## config.mk

```make
export PLATFORM = sky130hd
export DESIGN_NAME = adcr_top
export DESIGN_NICKNAME = d
export VERILOG_FILES = /design/src/common/adcr_pkg.sv /design/src/verilog/adcr_top.sv
export VERILOG_INCLUDE_DIRS = /design/src /design/src/common
export SDC_FILE = /design/constraint.sdc
export NUM_CORES = 1
export LEC_CHECK = 0
export ABC_AREA = 1
export BUFFER_PORTS_ARGS = -buffer_cell sky130_fd_sc_hd__clkbuf_2
export CORE_MARGIN = 4
export CORE_UTILIZATION = 50
export DETAILED_ROUTE_END_ITERATION = 8
export PLACE_DENSITY = 0.75
export SYNTH_ARGS = -nofsm -noshare
export SYNTH_HDL_FRONTEND = slang
export SYNTH_SLANG_ARGS = --single-unit
```

## constraint.sdc

```tcl
create_clock -name core_clk -period 4.3 [get_ports core_clk]
set_input_delay 0.86 -clock core_clk [delete_from_list [all_inputs] [get_ports core_clk]]
set_output_delay 0.86 -clock core_clk [all_outputs]
set_load 0.02 [all_outputs]
```

## src/common/adcr_defines.svh

```systemverilog
// register indices, field positions, reset values and counts for adcr
`ifndef ADCR_DEFINES_SVH
`define ADCR_DEFINES_SVH

// register indices, byte address is four times the index
`define ADCR_IDX_RES_LO 6'h0e
`define ADCR_IDX_RES_HI 6'h0f
`define ADCR_IDX_MUX    6'h10
`define ADCR_IDX_CSRB   6'h11
`define ADCR_IDX_CSRA   6'h12

// converter_control_status fields
`define ADCR_A_EN    7
`define ADCR_A_START 6
`define ADCR_A_ATE   5
`define ADCR_A_FLAG  4
`define ADCR_A_IE    3

// channel_reference_select fields and writable mask
`define ADCR_M_REF   6
`define ADCR_M_WMASK 8'h7f

// trigger_align_control fields and writable mask
`define ADCR_B_ALIGN 3
`define ADCR_B_WMASK 8'hcf

// reset value of every register
`define ADCR_RST_BYTE 8'h00

// conversion length in converter clock cycles
`define ADCR_CYC_NORMAL 5'd13
`define ADCR_CYC_LONG   5'd25

// settle wait after switching to the internal reference, 1 ms at 50 MHz
`define ADCR_REF_SETTLE_CYC 32'h0000_c350

// channel codes
`define ADCR_CH_AGND 4'h8
`define ADCR_CH_TEMP 4'ha

// bus responses
`define ADCR_RESP_OKAY   2'b00
`define ADCR_RESP_SLVERR 2'b10

`endif

```

## src/common/adcr_pkg.sv

```systemverilog
// types shared by the adcr converter control block
package adcr_pkg;

   // axi4-lite requests from the master
   typedef struct packed {
      logic        awvalid;
      logic [7:0]  awaddr;
      logic        wvalid;
      logic [31:0] wdata;
      logic [3:0]  wstrb;
      logic        bready;
      logic        arvalid;
      logic [7:0]  araddr;
      logic        rready;
   } adcr_axi_req_t;

   // axi4-lite answers of the slave
   typedef struct packed {
      logic        awready;
      logic        wready;
      logic        bvalid;
      logic [1:0]  bresp;
      logic        arready;
      logic        rvalid;
      logic [31:0] rdata;
      logic [1:0]  rresp;
   } adcr_axi_rsp_t;

   // conversion sequencer
   typedef enum logic {ADCR_IDLE, ADCR_CONV} adcr_state_t;

   // decoded register
   typedef enum logic [2:0] {
      ADCR_RG_NONE, ADCR_RG_LO, ADCR_RG_HI,
      ADCR_RG_MUX, ADCR_RG_CSRB, ADCR_RG_CSRA
   } adcr_sel_t;

endpackage

```

## src/verilog/adcr_top.sv

```systemverilog
// adc control registers, conversion sequencer and axi4-lite slave
//
// Chosen here: register access over AXI4-Lite.
`timescale 1ns/1ps
`include "adcr_defines.svh"

module adcr_top (
   // clock and reset
   input  wire logic                    core_clk,
   input  wire logic                    rst_n,
   // register bus
   input  wire adcr_pkg::adcr_axi_req_t busReq,
   output adcr_pkg::adcr_axi_rsp_t      busRsp,
   // processor interrupt side
   input  wire logic                    gieIn,
   input  wire logic                    irqAck,
   output logic                         irqOut,
   // trigger sources for codes 1 to 7
   input  wire logic [7:1]              trigIn,
   // analog core
   input  wire logic [9:0]              sampleCode,
   output logic                         anaPower,
   output logic                         refInternal,
   output logic [3:0]                   anaChannel,
   output logic                         convBusy
);
   import adcr_pkg::*;

   // shared address decode for read and write
   function automatic adcr_sel_t decodeReg(input logic [7:0] a);
      adcr_sel_t s;
      s = ADCR_RG_NONE;
      if (a[1:0] == 2'h0) begin
         unique case (a[7:2])
            `ADCR_IDX_RES_LO: s = ADCR_RG_LO;
            `ADCR_IDX_RES_HI: s = ADCR_RG_HI;
            `ADCR_IDX_MUX:    s = ADCR_RG_MUX;
            `ADCR_IDX_CSRB:   s = ADCR_RG_CSRB;
            `ADCR_IDX_CSRA:   s = ADCR_RG_CSRA;
            default:          s = ADCR_RG_NONE;
         endcase
      end
      return s;
   endfunction

   // prescaler mask: tick when masked counter bits are all ones
   function automatic logic [6:0] divMask(input logic [2:0] c);
      return (c <= 3'h1) ? 7'h01 : 7'h7f >> (3'h7 - c);
   endfunction

   // bus state
   logic        liveReg;
   logic        awRdyReg, wRdyReg, bvalidReg, arRdyReg, rvalidReg;
   logic [7:0]  awAddrReg;
   logic [7:0]  wDataReg;
   logic        wLaneReg;
   logic [1:0]  brespReg, rrespReg;
   logic [31:0] rdataReg;
   // register file
   logic [7:0]  muxReg, csrbReg;
   logic        enReg, busyReg, ateReg, flagReg, ieReg;
   logic [2:0]  psReg;
   logic [9:0]  resultReg;
   logic        lockReg;
   // sequencer
   adcr_state_t stateReg;
   logic [6:0]  preReg;
   logic [4:0]  cycReg, targetReg;
   logic        initDoneReg, lastRefReg, trigPrevReg;
   logic [9:0]  smp1Reg, smp2Reg, smp3Reg, codeReg;
   logic        irqReg;

   // decoded strobes
   logic        wrFire, wrCsra;
   logic [7:0]  wd;
   adcr_sel_t   wrSel, rdSel;
   logic        arFire, tick, done, enNext, trigSel, trigEdge;
   logic        swStart, autoStart, startNow, longConv, abort;
   logic [7:0]  rdByte;
   logic [7:0]  trigVec;

   assign wrFire = liveReg & ~awRdyReg & ~wRdyReg & ~bvalidReg;
   assign wrSel  = decodeReg(awAddrReg);
   assign wd     = wDataReg;
   assign wrCsra = wrFire & wLaneReg & (wrSel == ADCR_RG_CSRA);
   assign arFire = busReq.arvalid & arRdyReg;
   assign rdSel  = decodeReg(busReq.araddr);

   // every answer comes straight from a flop
   assign busRsp = '{awready: awRdyReg, wready: wRdyReg,
                     bvalid: bvalidReg, bresp: brespReg,
                     arready: arRdyReg, rvalid: rvalidReg,
                     rdata: rdataReg, rresp: rrespReg};

   // readies open one edge after reset release
   always_ff @(posedge core_clk or negedge rst_n) begin
      if (!rst_n) begin
         liveReg <= 1'b0;
      end else begin
         liveReg <= 1'b1;
      end
   end

   // write address and data taken in either order
   always_ff @(posedge core_clk or negedge rst_n) begin
      if (!rst_n) begin
         awRdyReg  <= 1'b0;
         wRdyReg   <= 1'b0;
         awAddrReg <= 8'h00;
         wDataReg  <= 8'h00;
         wLaneReg  <= 1'b0;
      end else begin
         if (busReq.awvalid && awRdyReg) begin
            awRdyReg  <= 1'b0;
            awAddrReg <= busReq.awaddr;
         end else if (!liveReg || (bvalidReg && busReq.bready)) begin
            awRdyReg <= 1'b1;
         end
         if (busReq.wvalid && wRdyReg) begin
            wRdyReg  <= 1'b0;
            wDataReg <= busReq.wdata[7:0];
            wLaneReg <= busReq.wstrb[0];
         end else if (!liveReg || (bvalidReg && busReq.bready)) begin
            wRdyReg <= 1'b1;
         end
      end
   end

   // write response; unmapped addresses answer slverr
   always_ff @(posedge core_clk or negedge rst_n) begin
      if (!rst_n) begin
         bvalidReg <= 1'b0;
         brespReg  <= `ADCR_RESP_OKAY;
      end else if (wrFire) begin
         bvalidReg <= 1'b1;
         brespReg  <= (wrSel == ADCR_RG_NONE) ? `ADCR_RESP_SLVERR
                                              : `ADCR_RESP_OKAY;
      end else if (busReq.bready) begin
         bvalidReg <= 1'b0;
      end
   end

   // read byte assembly, alignment applied at read time
   always_comb begin
      rdByte = 8'h00;
      unique case (rdSel)
         ADCR_RG_LO:   rdByte = csrbReg[`ADCR_B_ALIGN] ?
                                {resultReg[1:0], 6'h00} :
                                resultReg[7:0];
         ADCR_RG_HI:   rdByte = csrbReg[`ADCR_B_ALIGN] ?
                                resultReg[9:2] :
                                {6'h00, resultReg[9:8]};
         ADCR_RG_MUX:  rdByte = {1'b0, muxReg[6:0]};
         ADCR_RG_CSRB: rdByte = csrbReg;
         ADCR_RG_CSRA: rdByte = {enReg, busyReg, ateReg, flagReg,
                                 ieReg, psReg};
         ADCR_RG_NONE: rdByte = 8'h00;
      endcase
   end

   // read channel, one request under way at a time
   always_ff @(posedge core_clk or negedge rst_n) begin
      if (!rst_n) begin
         arRdyReg  <= 1'b0;
         rvalidReg <= 1'b0;
         rdataReg  <= 32'h0000_0000;
         rrespReg  <= `ADCR_RESP_OKAY;
      end else if (arFire) begin
         arRdyReg  <= 1'b0;
         rvalidReg <= 1'b1;
         rdataReg  <= {24'h00_0000, rdByte};
         rrespReg  <= (rdSel == ADCR_RG_NONE) ? `ADCR_RESP_SLVERR
                                              : `ADCR_RESP_OKAY;
      end else if (rvalidReg && busReq.rready) begin
         rvalidReg <= 1'b0;
         arRdyReg  <= 1'b1;
      end else if (!liveReg) begin
         arRdyReg <= 1'b1;
      end
   end

   // low byte read freezes the result until the high byte is read
   always_ff @(posedge core_clk or negedge rst_n) begin
      if (!rst_n) begin
         lockReg <= 1'b0;
      end else if (arFire && rdSel == ADCR_RG_LO) begin
         lockReg <= 1'b1;
      end else if (arFire && rdSel == ADCR_RG_HI) begin
         lockReg <= 1'b0;
      end
   end

   // mux and trigger/align registers; reserved bits masked to zero
   always_ff @(posedge core_clk or negedge rst_n) begin
      if (!rst_n) begin
         muxReg  <= `ADCR_RST_BYTE;
         csrbReg <= `ADCR_RST_BYTE;
      end else if (wrFire && wLaneReg) begin
         if (wrSel == ADCR_RG_MUX) begin
            muxReg <= wd & `ADCR_M_WMASK;
         end
         if (wrSel == ADCR_RG_CSRB) begin
            csrbReg <= wd & `ADCR_B_WMASK;
         end
      end
   end

   // control bits of converter_control_status
   always_ff @(posedge core_clk or negedge rst_n) begin
      if (!rst_n) begin
         enReg  <= 1'b0;
         ateReg <= 1'b0;
         ieReg  <= 1'b0;
         psReg  <= 3'h0;
      end else if (wrCsra) begin
         enReg  <= wd[`ADCR_A_EN];
         ateReg <= wd[`ADCR_A_ATE];
         ieReg  <= wd[`ADCR_A_IE];
         psReg  <= wd[2:0];
      end
   end

   // free-running prescaler; the first tick of a conversion may be short
   always_ff @(posedge core_clk or negedge rst_n) begin
      if (!rst_n) begin
         preReg <= 7'h00;
      end else begin
         preReg <= preReg + 7'h01;
      end
   end
   assign tick = (preReg & divMask(psReg)) == divMask(psReg);

   // trigger edge; code zero selects nothing, so switching to it makes no edge, but switching from it to a high source does
   assign trigVec = {trigIn, 1'b0};
   assign trigSel = trigVec[csrbReg[2:0]];
   assign trigEdge = trigSel & ~trigPrevReg;
   always_ff @(posedge core_clk or negedge rst_n) begin
      if (!rst_n) begin
         trigPrevReg <= 1'b0;
      end else begin
         trigPrevReg <= trigSel;
      end
   end

   // start and stop decisions
   assign enNext    = wrCsra ? wd[`ADCR_A_EN] : enReg;
   assign abort     = ~enNext;
   assign swStart   = wrCsra & wd[`ADCR_A_START];
   assign autoStart = ateReg & enReg & (csrbReg[2:0] != 3'h0)
                      & trigEdge;
   assign startNow  = enNext & (stateReg == ADCR_IDLE)
                      & (swStart | autoStart);
   assign longConv  = ~initDoneReg
                      | (muxReg[`ADCR_M_REF] != lastRefReg);
   assign done      = (stateReg == ADCR_CONV) & tick
                      & (cycReg == targetReg - 5'd1) & enNext;

   // conversion sequencer
   always_ff @(posedge core_clk or negedge rst_n) begin
      if (!rst_n) begin
         stateReg    <= ADCR_IDLE;
         busyReg     <= 1'b0;
         cycReg      <= 5'd0;
         targetReg   <= `ADCR_CYC_NORMAL;
         initDoneReg <= 1'b0;
         lastRefReg  <= 1'b0;
      end else if (abort) begin
         stateReg    <= ADCR_IDLE;
         busyReg     <= 1'b0;
         initDoneReg <= 1'b0;
      end else if (startNow) begin
         stateReg  <= ADCR_CONV;
         busyReg   <= 1'b1;
         cycReg    <= 5'd0;
         targetReg <= longConv ? `ADCR_CYC_LONG
                               : `ADCR_CYC_NORMAL;
      end else if (done) begin
         initDoneReg <= 1'b1;
         lastRefReg  <= refInternal;
         cycReg      <= 5'd0;
         if (ateReg && csrbReg[2:0] == 3'h0) begin
            // free running: chain the next conversion at once
            targetReg <= (muxReg[`ADCR_M_REF] != refInternal) ?
                         `ADCR_CYC_LONG : `ADCR_CYC_NORMAL;
         end else begin
            stateReg <= ADCR_IDLE;
            busyReg  <= 1'b0;
         end
      end else if (stateReg == ADCR_CONV && tick) begin
         cycReg <= cycReg + 5'd1;
      end
   end

   // analog selection held while converting, refreshed between
   always_ff @(posedge core_clk or negedge rst_n) begin
      if (!rst_n) begin
         refInternal <= 1'b0;
         anaChannel  <= 4'h0;
      end else if (stateReg == ADCR_IDLE || done) begin
         refInternal <= muxReg[`ADCR_M_REF];
         anaChannel  <= muxReg[3:0];
      end
   end

   // analog code synchroniser, accepted once stages two and three agree
   always_ff @(posedge core_clk or negedge rst_n) begin
      if (!rst_n) begin
         smp1Reg <= 10'h000;
         smp2Reg <= 10'h000;
         smp3Reg <= 10'h000;
         codeReg <= 10'h000;
      end else begin
         smp1Reg <= sampleCode;
         smp2Reg <= smp1Reg;
         smp3Reg <= smp2Reg;
         if (smp2Reg == smp3Reg) begin
            codeReg <= smp3Reg;
         end
      end
   end

   // result capture; ground and reserved codes read as zero
   always_ff @(posedge core_clk or negedge rst_n) begin
      if (!rst_n) begin
         resultReg <= 10'h000;
      end else if (done && !lockReg) begin
         if (anaChannel == `ADCR_CH_AGND ||
             anaChannel > `ADCR_CH_TEMP) begin
            resultReg <= 10'h000;
         end else begin
            resultReg <= codeReg;
         end
      end
   end

   // done flag; a completion in the clearing cycle wins
   always_ff @(posedge core_clk or negedge rst_n) begin
      if (!rst_n) begin
         flagReg <= 1'b0;
      end else if (done) begin
         flagReg <= 1'b1;
      end else if (irqAck || (wrCsra && wd[`ADCR_A_FLAG])) begin
         flagReg <= 1'b0;
      end
   end

   // interrupt request, one cycle behind its gating terms
   always_ff @(posedge core_clk or negedge rst_n) begin
      if (!rst_n) begin
         irqReg <= 1'b0;
      end else begin
         irqReg <= flagReg & ieReg & gieIn;
      end
   end

   assign irqOut   = irqReg;
   assign anaPower = enReg;
   assign convBusy = busyReg;

   // checks
   chk_mux_msb: assert property (@(posedge core_clk) disable iff (!rst_n)
      muxReg[7] == 1'b0)
      else $error("channel register msb not zero");
   chk_first_long: assert property (@(posedge core_clk)
      disable iff (!rst_n)
      startNow && !abort && !initDoneReg |=> targetReg == 5'd25)
      else $error("first conversion not 25 cycles");
   chk_normal_len: assert property (@(posedge core_clk)
      disable iff (!rst_n)
      startNow && !abort && initDoneReg
      && muxReg[6] == lastRefReg |=> targetReg == 5'd13)
      else $error("normal conversion not 13 cycles");
   chk_ref_long: assert property (@(posedge core_clk)
      disable iff (!rst_n)
      startNow && !abort && muxReg[6] != lastRefReg
      |=> targetReg == 5'd25)
      else $error("reference change not 25 cycles");
   chk_flag_done: assert property (@(posedge core_clk)
      disable iff (!rst_n)
      done |=> flagReg && (busyReg == (ateReg && csrbReg[2:0] == 3'h0)))
      else $error("done did not set flag");
   chk_flag_clear: assert property (@(posedge core_clk)
      disable iff (!rst_n)
      irqAck && !done |=> !flagReg)
      else $error("vector did not clear flag");
   chk_abort_off: assert property (@(posedge core_clk)
      disable iff (!rst_n)
      wrCsra && !wd[7] |=> !busyReg && stateReg == ADCR_IDLE)
      else $error("disable did not abort");
   chk_lock_hold: assert property (@(posedge core_clk)
      disable iff (!rst_n)
      lockReg && !(arFire && rdSel == ADCR_RG_HI)
      |=> $stable(resultReg))
      else $error("locked result changed");
   chk_chan_hold: assert property (@(posedge core_clk)
      disable iff (!rst_n)
      busyReg && !done ##1 busyReg |-> $stable(anaChannel))
      else $error("channel changed mid conversion");
   chk_start_busy: assert property (@(posedge core_clk)
      disable iff (!rst_n)
      startNow |=> busyReg ##0 convBusy)
      else $error("start did not set busy");
   chk_irq_gate: assert property (@(posedge core_clk)
      disable iff (!rst_n)
      irqOut |-> $past(flagReg) && $past(ieReg) && $past(gieIn))
      else $error("interrupt without cause");

   cov_done: cover property (@(posedge core_clk) disable iff (!rst_n)
      done && !lockReg);
   cov_long: cover property (@(posedge core_clk) disable iff (!rst_n)
      done && targetReg == 5'd25);
   cov_auto: cover property (@(posedge core_clk) disable iff (!rst_n)
      startNow && autoStart);

endmodule // adcr_top

```

==> metrics, run 1 <==
status=complete, no violations; Mean Syn Cell Area=8.85 µm²; GP Congestion=0.873; CTS clk-pin slew, worst paths=0.07 ns; drt pass-1 iters=6; Hold Path Stages=0; cts repair resizes=0; area taken by flip-flops and latches=3200 µm²; reg2reg setup slack=2.33 ns; Post-synth top flop=dfrtp_1; Die H=117 µm; Clock Latency Late Sink=0.42 ns; die width=117 µm; synth warn=0; Slew HR=0.474; max-cap violations=0; Hold Path Sink=smp2Reg[2]; Seq/Total Area, Yosys=0.537; endpoints failing setup=0; CP delay by family, top=flip-flops; total power=3.00 mW; most common cell after layout, fill and taps aside=nand2_1; Worst R2R End=resultReg[4]; number of global-route vias before repair=4350; Nets=831; startpoint class of the critical path=flip-flop; final hold violations=0; postcts setup bufs=0; Num CTS Buffers=17; via count=4598; Netlist Area Pre-Place=5960 µm²; period utilization=0.490; minimum clock period=2.11 ns; maximum VDD drop=0.394 mV; slowest stage cell, crit path=dfrtp_1; Worst Setup End Kind=output port; setup_tns=0 ns; Crit path buffers/inverters=1; drt drc=0; max-slew violation count=0; post-synth top area cell=dfrtp_1; post-route insts no fill=906; row count=39; worst slew pin tran=0.789 ns; Worst EP arrival=1.25 ns; CTS tree=built; Clock Tree Root=clkbuf_16; Tot GR Track Use=0.193; fill cell count=999; Pwr Density=435 nW/µm²; Hold Crit Class=reg -> reg; Initial Util=0.516; area taken by multi-input logic gates=2270 µm²; remaining antenna violation count=0; First DRT Iteration DRCs=230; final core occ=0.598; FF-to-FF Start=stateReg; RSZ-0062 raised after global routing=no; final wirelength=12300 µm; area grow syn2layout=15.9%; worst-path cell chain=clkbuf_2; Clock Skew=0.00970 ns; Synth top area share=0.533; CP max stage delay=0.58 ns; num ports=127; TritonCTS Sinks=128; core area=11600 µm²; share of cells above drive strength 1=0.193; Pleak=3.53 nW; die area=13700 µm²; worst-path fanout max=10; worst reg2reg path depth=10; hold_buf cts=0; Crit Path Category=reg -> out; most frequent cells in the layout=nand2_1, dfrtp_1, clkbuf_2; HPWL after DPL=9120 µm; hold_sp=smp1Reg[2]; Antenna Cells=0; initial antenna violation count=0; top cells by area, synth=dfrtp_1, nand2_1, nand3_1, inv_1, buf_4; Max Fclk=475 MHz; first-pass GRT wire length=20600 µm; grt ovf=0; vias per cell=5.08; asr flop ratio synth=1.00; cells after synthesis=674; EDFF count, synth=0; Yosys reg bits=128; Placed Instances=874; Unique masters post-synth=42; WL/cell=13.6 µm; IO buf count=73; H-tree level count=4; largest net degree at the start of global routing=67; CP Data Required Time=3.44 ns; clk buf depth=2
per-stage QoR:
| step | area, µm² | hold slack (ns) | setup slack [ns] |
|---|---|---|---|
| 2_1_floorplan | 6060 | 0.331 | 2.28 |
| 3_3_place_gp | 6330 | 0.332 | 1.91 |
| 3_5_place_dp | 6330 | 0.335 | 1.88 |
| 4_1_cts | 6910 | 0.347 | 2.19 |
| 5_1_grt | 6910 | 0.346 | 2.07 |
| 6_report | 6910 | 0.342 | 2.19 |
where the power goes:
| group | switching, mW | leakage [nW] | internal [mW] |
|---|---|---|---|
| Sequential | 0.0502 | 1.61 | 1.28 |
| Clock | 0.584 | 0.290 | 0.825 |
| Combinational | 0.180 | 1.63 | 0.0825 |
flip-flops by register name (all words and copies together), names as in the netlist, 7 cells and up:
register,cells
resultReg,10
awAddrReg,8
codeReg,10
muxReg,7
wDataReg,8
smp2Reg,10
smp1Reg,10
smp3Reg,10
preReg,7
rdataReg,8
worst max path at each step:
stage	startpoint	end	slack (ns)	cells after the start
after floorplan	busReq[2]	rdataReg[4]	2.28	8
after global placement	busReq[2]	rdataReg[4]	1.91	8
after detailed placement	busReq[2]	rdataReg[4]	1.88	8
after CTS	stateReg	convBusy	2.19	1
after global routing	busReq[6]	rdataReg[3]	2.07	11
final	stateReg	convBusy	2.19	1
synthesized netlist by cell type (2+ instances only):
cell,count
xor2_1,11
buf_4,33
nand3_2,5
inv_2,5
dfrtp_1,127
nand4_1,14
inv_1,71
nand3_1,58
nand3b_1,2
nor2_2,6
o21ai_0,43
mux2_2,2
o21ai_1,15
clkbuf_1,7
nor2_4,3
nor3_1,4
nand2_2,4
a21oi_1,18
nor2_1,47
or2_2,5
o211ai_1,6
buf_2,2
ha_1,3
and3_1,2
conb_1,2
nand3_4,2
a21boi_0,3
xnor2_1,5
nand2_1,156
kinds of logic after synthesis:
logic type      share of synthesized area
other cells                       0.00126
xor+xnor                           0.0235
buf+inv                            0.0982
fa+ha+maj                         0.00629
compound gates                     0.0833
mux                               0.00378
simple gates                        0.246
flops                               0.537
area by class of cell:
| type | instances | share of cell area |
|---|---|---|
| clock buffer | 17 | 0.0615 |
| clock inverter | 15 | 0.0232 |
| inverter | 76 | 0.0413 |
| multi-input combinational | 451 | 0.328 |
| sequential | 128 | 0.464 |
| tap | 143 | 0.0259 |
| timing repair buffer | 76 | 0.0565 |
metal layers:
metal  GRT usage  vias to the layer above  wire (µm)
li1            -                     2278          -
met1       0.266                     2150       5710
met2       0.291                      146       5640
met3      0.0540                       24        681
met4      0.0780                        0        245
met5           0                        -          0
No activity file was read; power rests on OpenSTA's default activity.
==> run 2, diff against run 1 <==
Clock period 4.3 ns to 2.1 ns, I/O delays scaled along.
==> run 2 against run 1 <==
  * Clock skew shrank 0.0013 ns
  * Wire length rose by 1.1%
  * Sequential power up 110%
  * Clock-buffer cell count increased by 1
  * Via count is 0.22% higher
  * Critical path depth up 8
  * Global-route usage rose by 0.34 points
  * Critical path type is now reg -> reg
  * Critical endpoint is now resultReg[6]
  * Largest power group unchanged
==> metrics, run 2 (synthesis gave the netlist of run 1 again) <==
die area=13700 µm²; IO buf count=73; postcts setup bufs=0; Nets=836; Clock Skew=0.00835 ns; setup_tns=0 ns; most frequent cells in the layout=nand2_1, dfrtp_1, clkbuf_2; Pwr Density=895 nW/µm²; number of global-route vias before repair=4397; most frequent CP cell=nand2_1; drt pass-1 iters=5; area grow syn2layout=17.2%; Hold Crit Class=in -> async; TritonCTS Sinks=128; max-slew violation count=0; Clock Tree Root=clkbuf_16; Worst Setup End Kind=flip-flop; via count=4608; hold_buf cts=0; largest net degree at the start of global routing=129; endpoints failing setup=0; CTS clk-pin slew, worst paths=0.06 ns; clk buf depth=2; die width=117 µm; Antenna Cells=0; final instance area=6990 µm²; area taken by flip-flops and latches=3200 µm²; WL/cell=13.6 µm; final hold violations=0; Cell Area, Placed=6370 µm²; sw frac=0.261; remaining antenna violation count=0; drt drc=0; clock power share=0.475; worst reg2reg path depth=9; Internal=4.62 mW; status=complete, no violations; core area=11600 µm²; Psw=1.64 mW; initial antenna violation count=0; Crit Path Category=reg -> reg; Flop pwr share=0.437; worst-path cell chain=nor2_1 -> nand3_2 -> inv_1 -> nand2_1 -> o21bai_4 -> nand3_4 -> nor2_4 -> nand3_1 -> nand2_1; Comb pwr share=0.088; H-tree level count=4; CP max stage delay=0.40 ns; share of cells above drive strength 1=0.198; First DRT Iteration DRCs=280; post-route insts no fill=911; GP Congestion=0.891; final wirelength=12400 µm; Max Fclk=525 MHz; first-pass GRT wire length=20800 µm; vias per cell=5.06; grt ovf=0; area taken by multi-input logic gates=2280 µm²; num ports=127; RSZ-0062 raised after global routing=no; Tot GR Track Use=0.197; minimum clock period=1.91 ns; Worst EP arrival=2.26 ns; Num CTS Buffers=17; period utilization=0.907; worst slew pin tran=0.695 ns; CTS tree=built; Placed Instances=878; slowest stage cell, crit path=dfrtp_1; fill cell count=973; startpoint class of the critical path=flip-flop; Pleak=3.56 nW; Clock Latency Late Sink=0.42 ns; worst-path fanout max=16; maximum VDD drop=0.947 mV; Die H=117 µm; cts repair resizes=0; most common cell after layout, fill and taps aside=nand2_1; row count=39; CP Data Required Time=2.46 ns; Slew HR=0.537; HPWL after DPL=8800 µm; Initial Util=0.516; max-cap violations=0
==> run 2: power by group through the flow <==
stage / registers, mW / clock network, mW / logic [mW]
final: 2.73 / 2.97 / 0.550
after global routing: 2.75 / 3.16 / 0.626
after CTS: 2.73 / 3.03 / 0.556
after detailed placement: 2.77 / 0 / 0.553
after global placement: 2.76 / 0 / 0.534
after floorplan: 2.77 / 0 / 0.392
==> run 2: worst max-delay path: cells and delay by family, from the launching register on <==
family                 cells  cell delay, ns
AOI/OAI and AO/OA          1            0.20
DFF                        1            0.40
buffers and inverters      1            0.09
and+or+nand+nor            7            1.15
==> run 2: path summary, 6_finish.rpt <==
path,from,end,slack (ns)
min in group core_clk,sampleCode[6],smp1Reg[6],0.10
worst max-delay path,awRdyReg,resultReg[6],0.19
max in group asynchronous,rst_n,rdataReg[1],1.50
worst min-delay path,rst_n,trigPrevReg,0.03
worst min register to register,smp1Reg[9],smp2Reg[9],0.34
worst max register to register,awRdyReg,resultReg[6],0.19
==> run 2: metal layers <==
layer  track usage  share of wire
met1         0.270           0.46
met3        0.0612          0.063
met5             0              0
met2         0.297           0.46
met4        0.0703          0.016
==> run 2: final cells by class <==
class,instances,share of cell area
sequential,128,0.459
multi-input combinational,452,0.326
clock buffer,18,0.0628
timing repair buffer,80,0.0620
inverter,76,0.0408
tap,143,0.0256
clock inverter,14,0.0240
==> run 2: per-stage QoR <==
step                total power, mW  setup WS (ns)  utilization  hold slack (ns)
detailed placement             3.32          0.175        0.551            0.335
CTS                            6.32          0.171        0.603           0.0841
floorplan                      3.16          0.423            -            0.124
finish                         6.26          0.195        0.604           0.0276
global route                   6.54        0.00218        0.604           0.0793
global placement               3.30          0.213        0.551            0.331
==> run 3, diff against run 2 <==
Settings changed: CELL_PAD_IN_SITES_DETAIL_PLACEMENT from default to 1, CELL_PAD_IN_SITES_GLOBAL_PLACEMENT from default to 1, CORE_UTILIZATION 50 to 41, PLACE_DENSITY 0.75 to 0.81.
==> run 3 against run 2 <==
  * Maximum frequency down 1.4%
  * First-iteration DRC count down 30%
  * Critical path depth unchanged
  * Setup slack worse by 0.027 ns
  * Design area up 2.0%
  * Register-to-register slack worse by 0.03 ns
  * Utilization down 9.6 points
  * Clock-buffer cell count down 1
  * Sequential power about the same
  * Via count up 5.9%
  * Hold slack better by 0.071 ns
  * Wire length up 29%
==> metrics, run 3 (synthesis gave the netlist of run 1 again) <==
status=complete, no violations; worst slew pin tran=0.512 ns; worst reg2reg path depth=9; drt pass-1 iters=4; Clock Tree Root=clkbuf_16; post-place setup slack=0.109 ns; maximum VDD drop=0.609 mV; die area=16500 µm²; share of cells above drive strength 1=0.211; Tot GR Track Use=0.203; drt drc=0; initial antenna violation count=0; vias per cell=5.09; Die H=129 µm; max-cap violations=0; Crit Path Category=reg -> reg; via count=4880; row count=43; GP Congestion=0.829; H-tree level count=4; hold slack final=0.0982 ns; grt ovf=0; WL/cell=16.7 µm; CTS clk-pin slew, worst paths=0.06 ns; CP Data Required Time=2.46 ns; worst-path fanout max=11; HPWL after DPL=11300 µm; clk buf depth=2; max-slew violation count=0; final worst setup slack=0.168 ns; First DRT Iteration DRCs=196; Cell Area, Placed=6450 µm²; die width=129 µm; final instance area=7130 µm²; most common cell after layout, fill and taps aside=nand2_1; Hold Path Stages=1; remaining antenna violation count=0; core area=14000 µm²; first-pass GRT wire length=26100 µm; startpoint class of the critical path=flip-flop; Pwr Density=892 nW/µm²; Num CTS Buffers=17; Clock Skew=0.00826 ns; most frequent cells in the layout=nand2_1, dfrtp_1, clkbuf_2; area grow syn2layout=19.6%; Pleak=3.61 nW; minimum clock period=1.93 ns; CTS tree=built; IO buf count=73; Nets=847; Max Fclk=518 MHz; Antenna Cells=0; Slew HR=0.657; Hold Crit Class=in -> reg; setup_tns=0 ns; Worst Setup End Kind=flip-flop; Worst EP arrival=2.29 ns; number of global-route vias before repair=5195; largest net degree at the start of global routing=56; RSZ-0062 raised after global routing=no; endpoints failing setup=0; Clock Latency Late Sink=0.43 ns; TritonCTS Sinks=128; Initial Util=0.425; period utilization=0.920; final wirelength=16000 µm; num ports=127; final hold violations=0
-- run 3: cell types whose count changed in the layout (fill, tap and decap cells not counted), sizes merged --
cell	delta
buf	+10
clkbuf	-1
clkinv	+2
dlygate4sd3	+1
inv	-1
-- run 3: power breakdown --
group          total, mW  internal, mW  switching [mW]  leakage (nW)
Sequential          2.74          2.63           0.119          1.61
Combinational      0.606         0.187           0.419          1.71
Clock               3.01          1.79            1.22         0.291
-- run 3: path summary, 6_finish.rpt --
| kind | startpoint | endpoint | slack (ns) |
|---|---|---|---|
| hold reg to reg | smp1Reg[9] | smp2Reg[9] | 0.35 |
| max in group asynchronous | rst_n | wDataReg[2] | 0.95 |
| hold / removal | sampleCode[7] | smp1Reg[7] | 0.1 |
| min in group asynchronous | rst_n | awAddrReg[6] | 0.48 |
| setup / recovery | awRdyReg | resultReg[7] | 0.17 |
| setup reg to reg | awRdyReg | resultReg[7] | 0.17 |
-- run 3: critical path: stages (launching register included) --
cell	delay [ns]
dfrtp_1	0.44
nor2_2	0.17
nand3_2	0.13
inv_1	0.11
nand2_1	0.09
o21bai_4	0.19
nand3_4	0.24
nor2_4	0.28
nand3_1	0.11
nand2_1	0.09
-- run 3: metal layers --
| metal | wire length [µm] | share of wire | vias to the layer above | global-route usage |
|---|---|---|---|---|
| met2 | 8030 | 0.50 | 128 | 0.347 |
| met1 | 6720 | 0.42 | 2418 | 0.250 |
| met3 | 746 | 0.047 | 37 | 0.0436 |
| li1 | - | - | 2297 | - |
| met4 | 474 | 0.030 | 0 | 0.0821 |
| met5 | 0 | 0 | - | 0 |
-- run 3: metrics by stage --
step / std cells / utilization / power (mW)
after floorplan: 699 / - / 3.16
after global placement: 918 / 0.459 / 3.32
after detailed placement: 918 / 0.459 / 3.37
after CTS: 951 / 0.503 / 6.41
after global routing: 959 / 0.508 / 6.62
final: 959 / 0.508 / 6.36
-- run 3: area by class of cell --
cell class,instances,area (µm²)
Timing Repair Buffer,91,531
Sequential cell,128,3200
Inverter,76,285
Multi-Input combinational cell,452,2280
Clock buffer,17,425
Fill cell,1674,6910
Tap cell,180,225
Clock inverter,15,175
-- run 3: what timing repair did --
action	4_1_cts	5_1_grt
buffers inserted	0	7
gates resized for setup	0	2
endpoints found under the hold margin	30	0
setup endpoints to repair	0	19
hold buffers	1	0
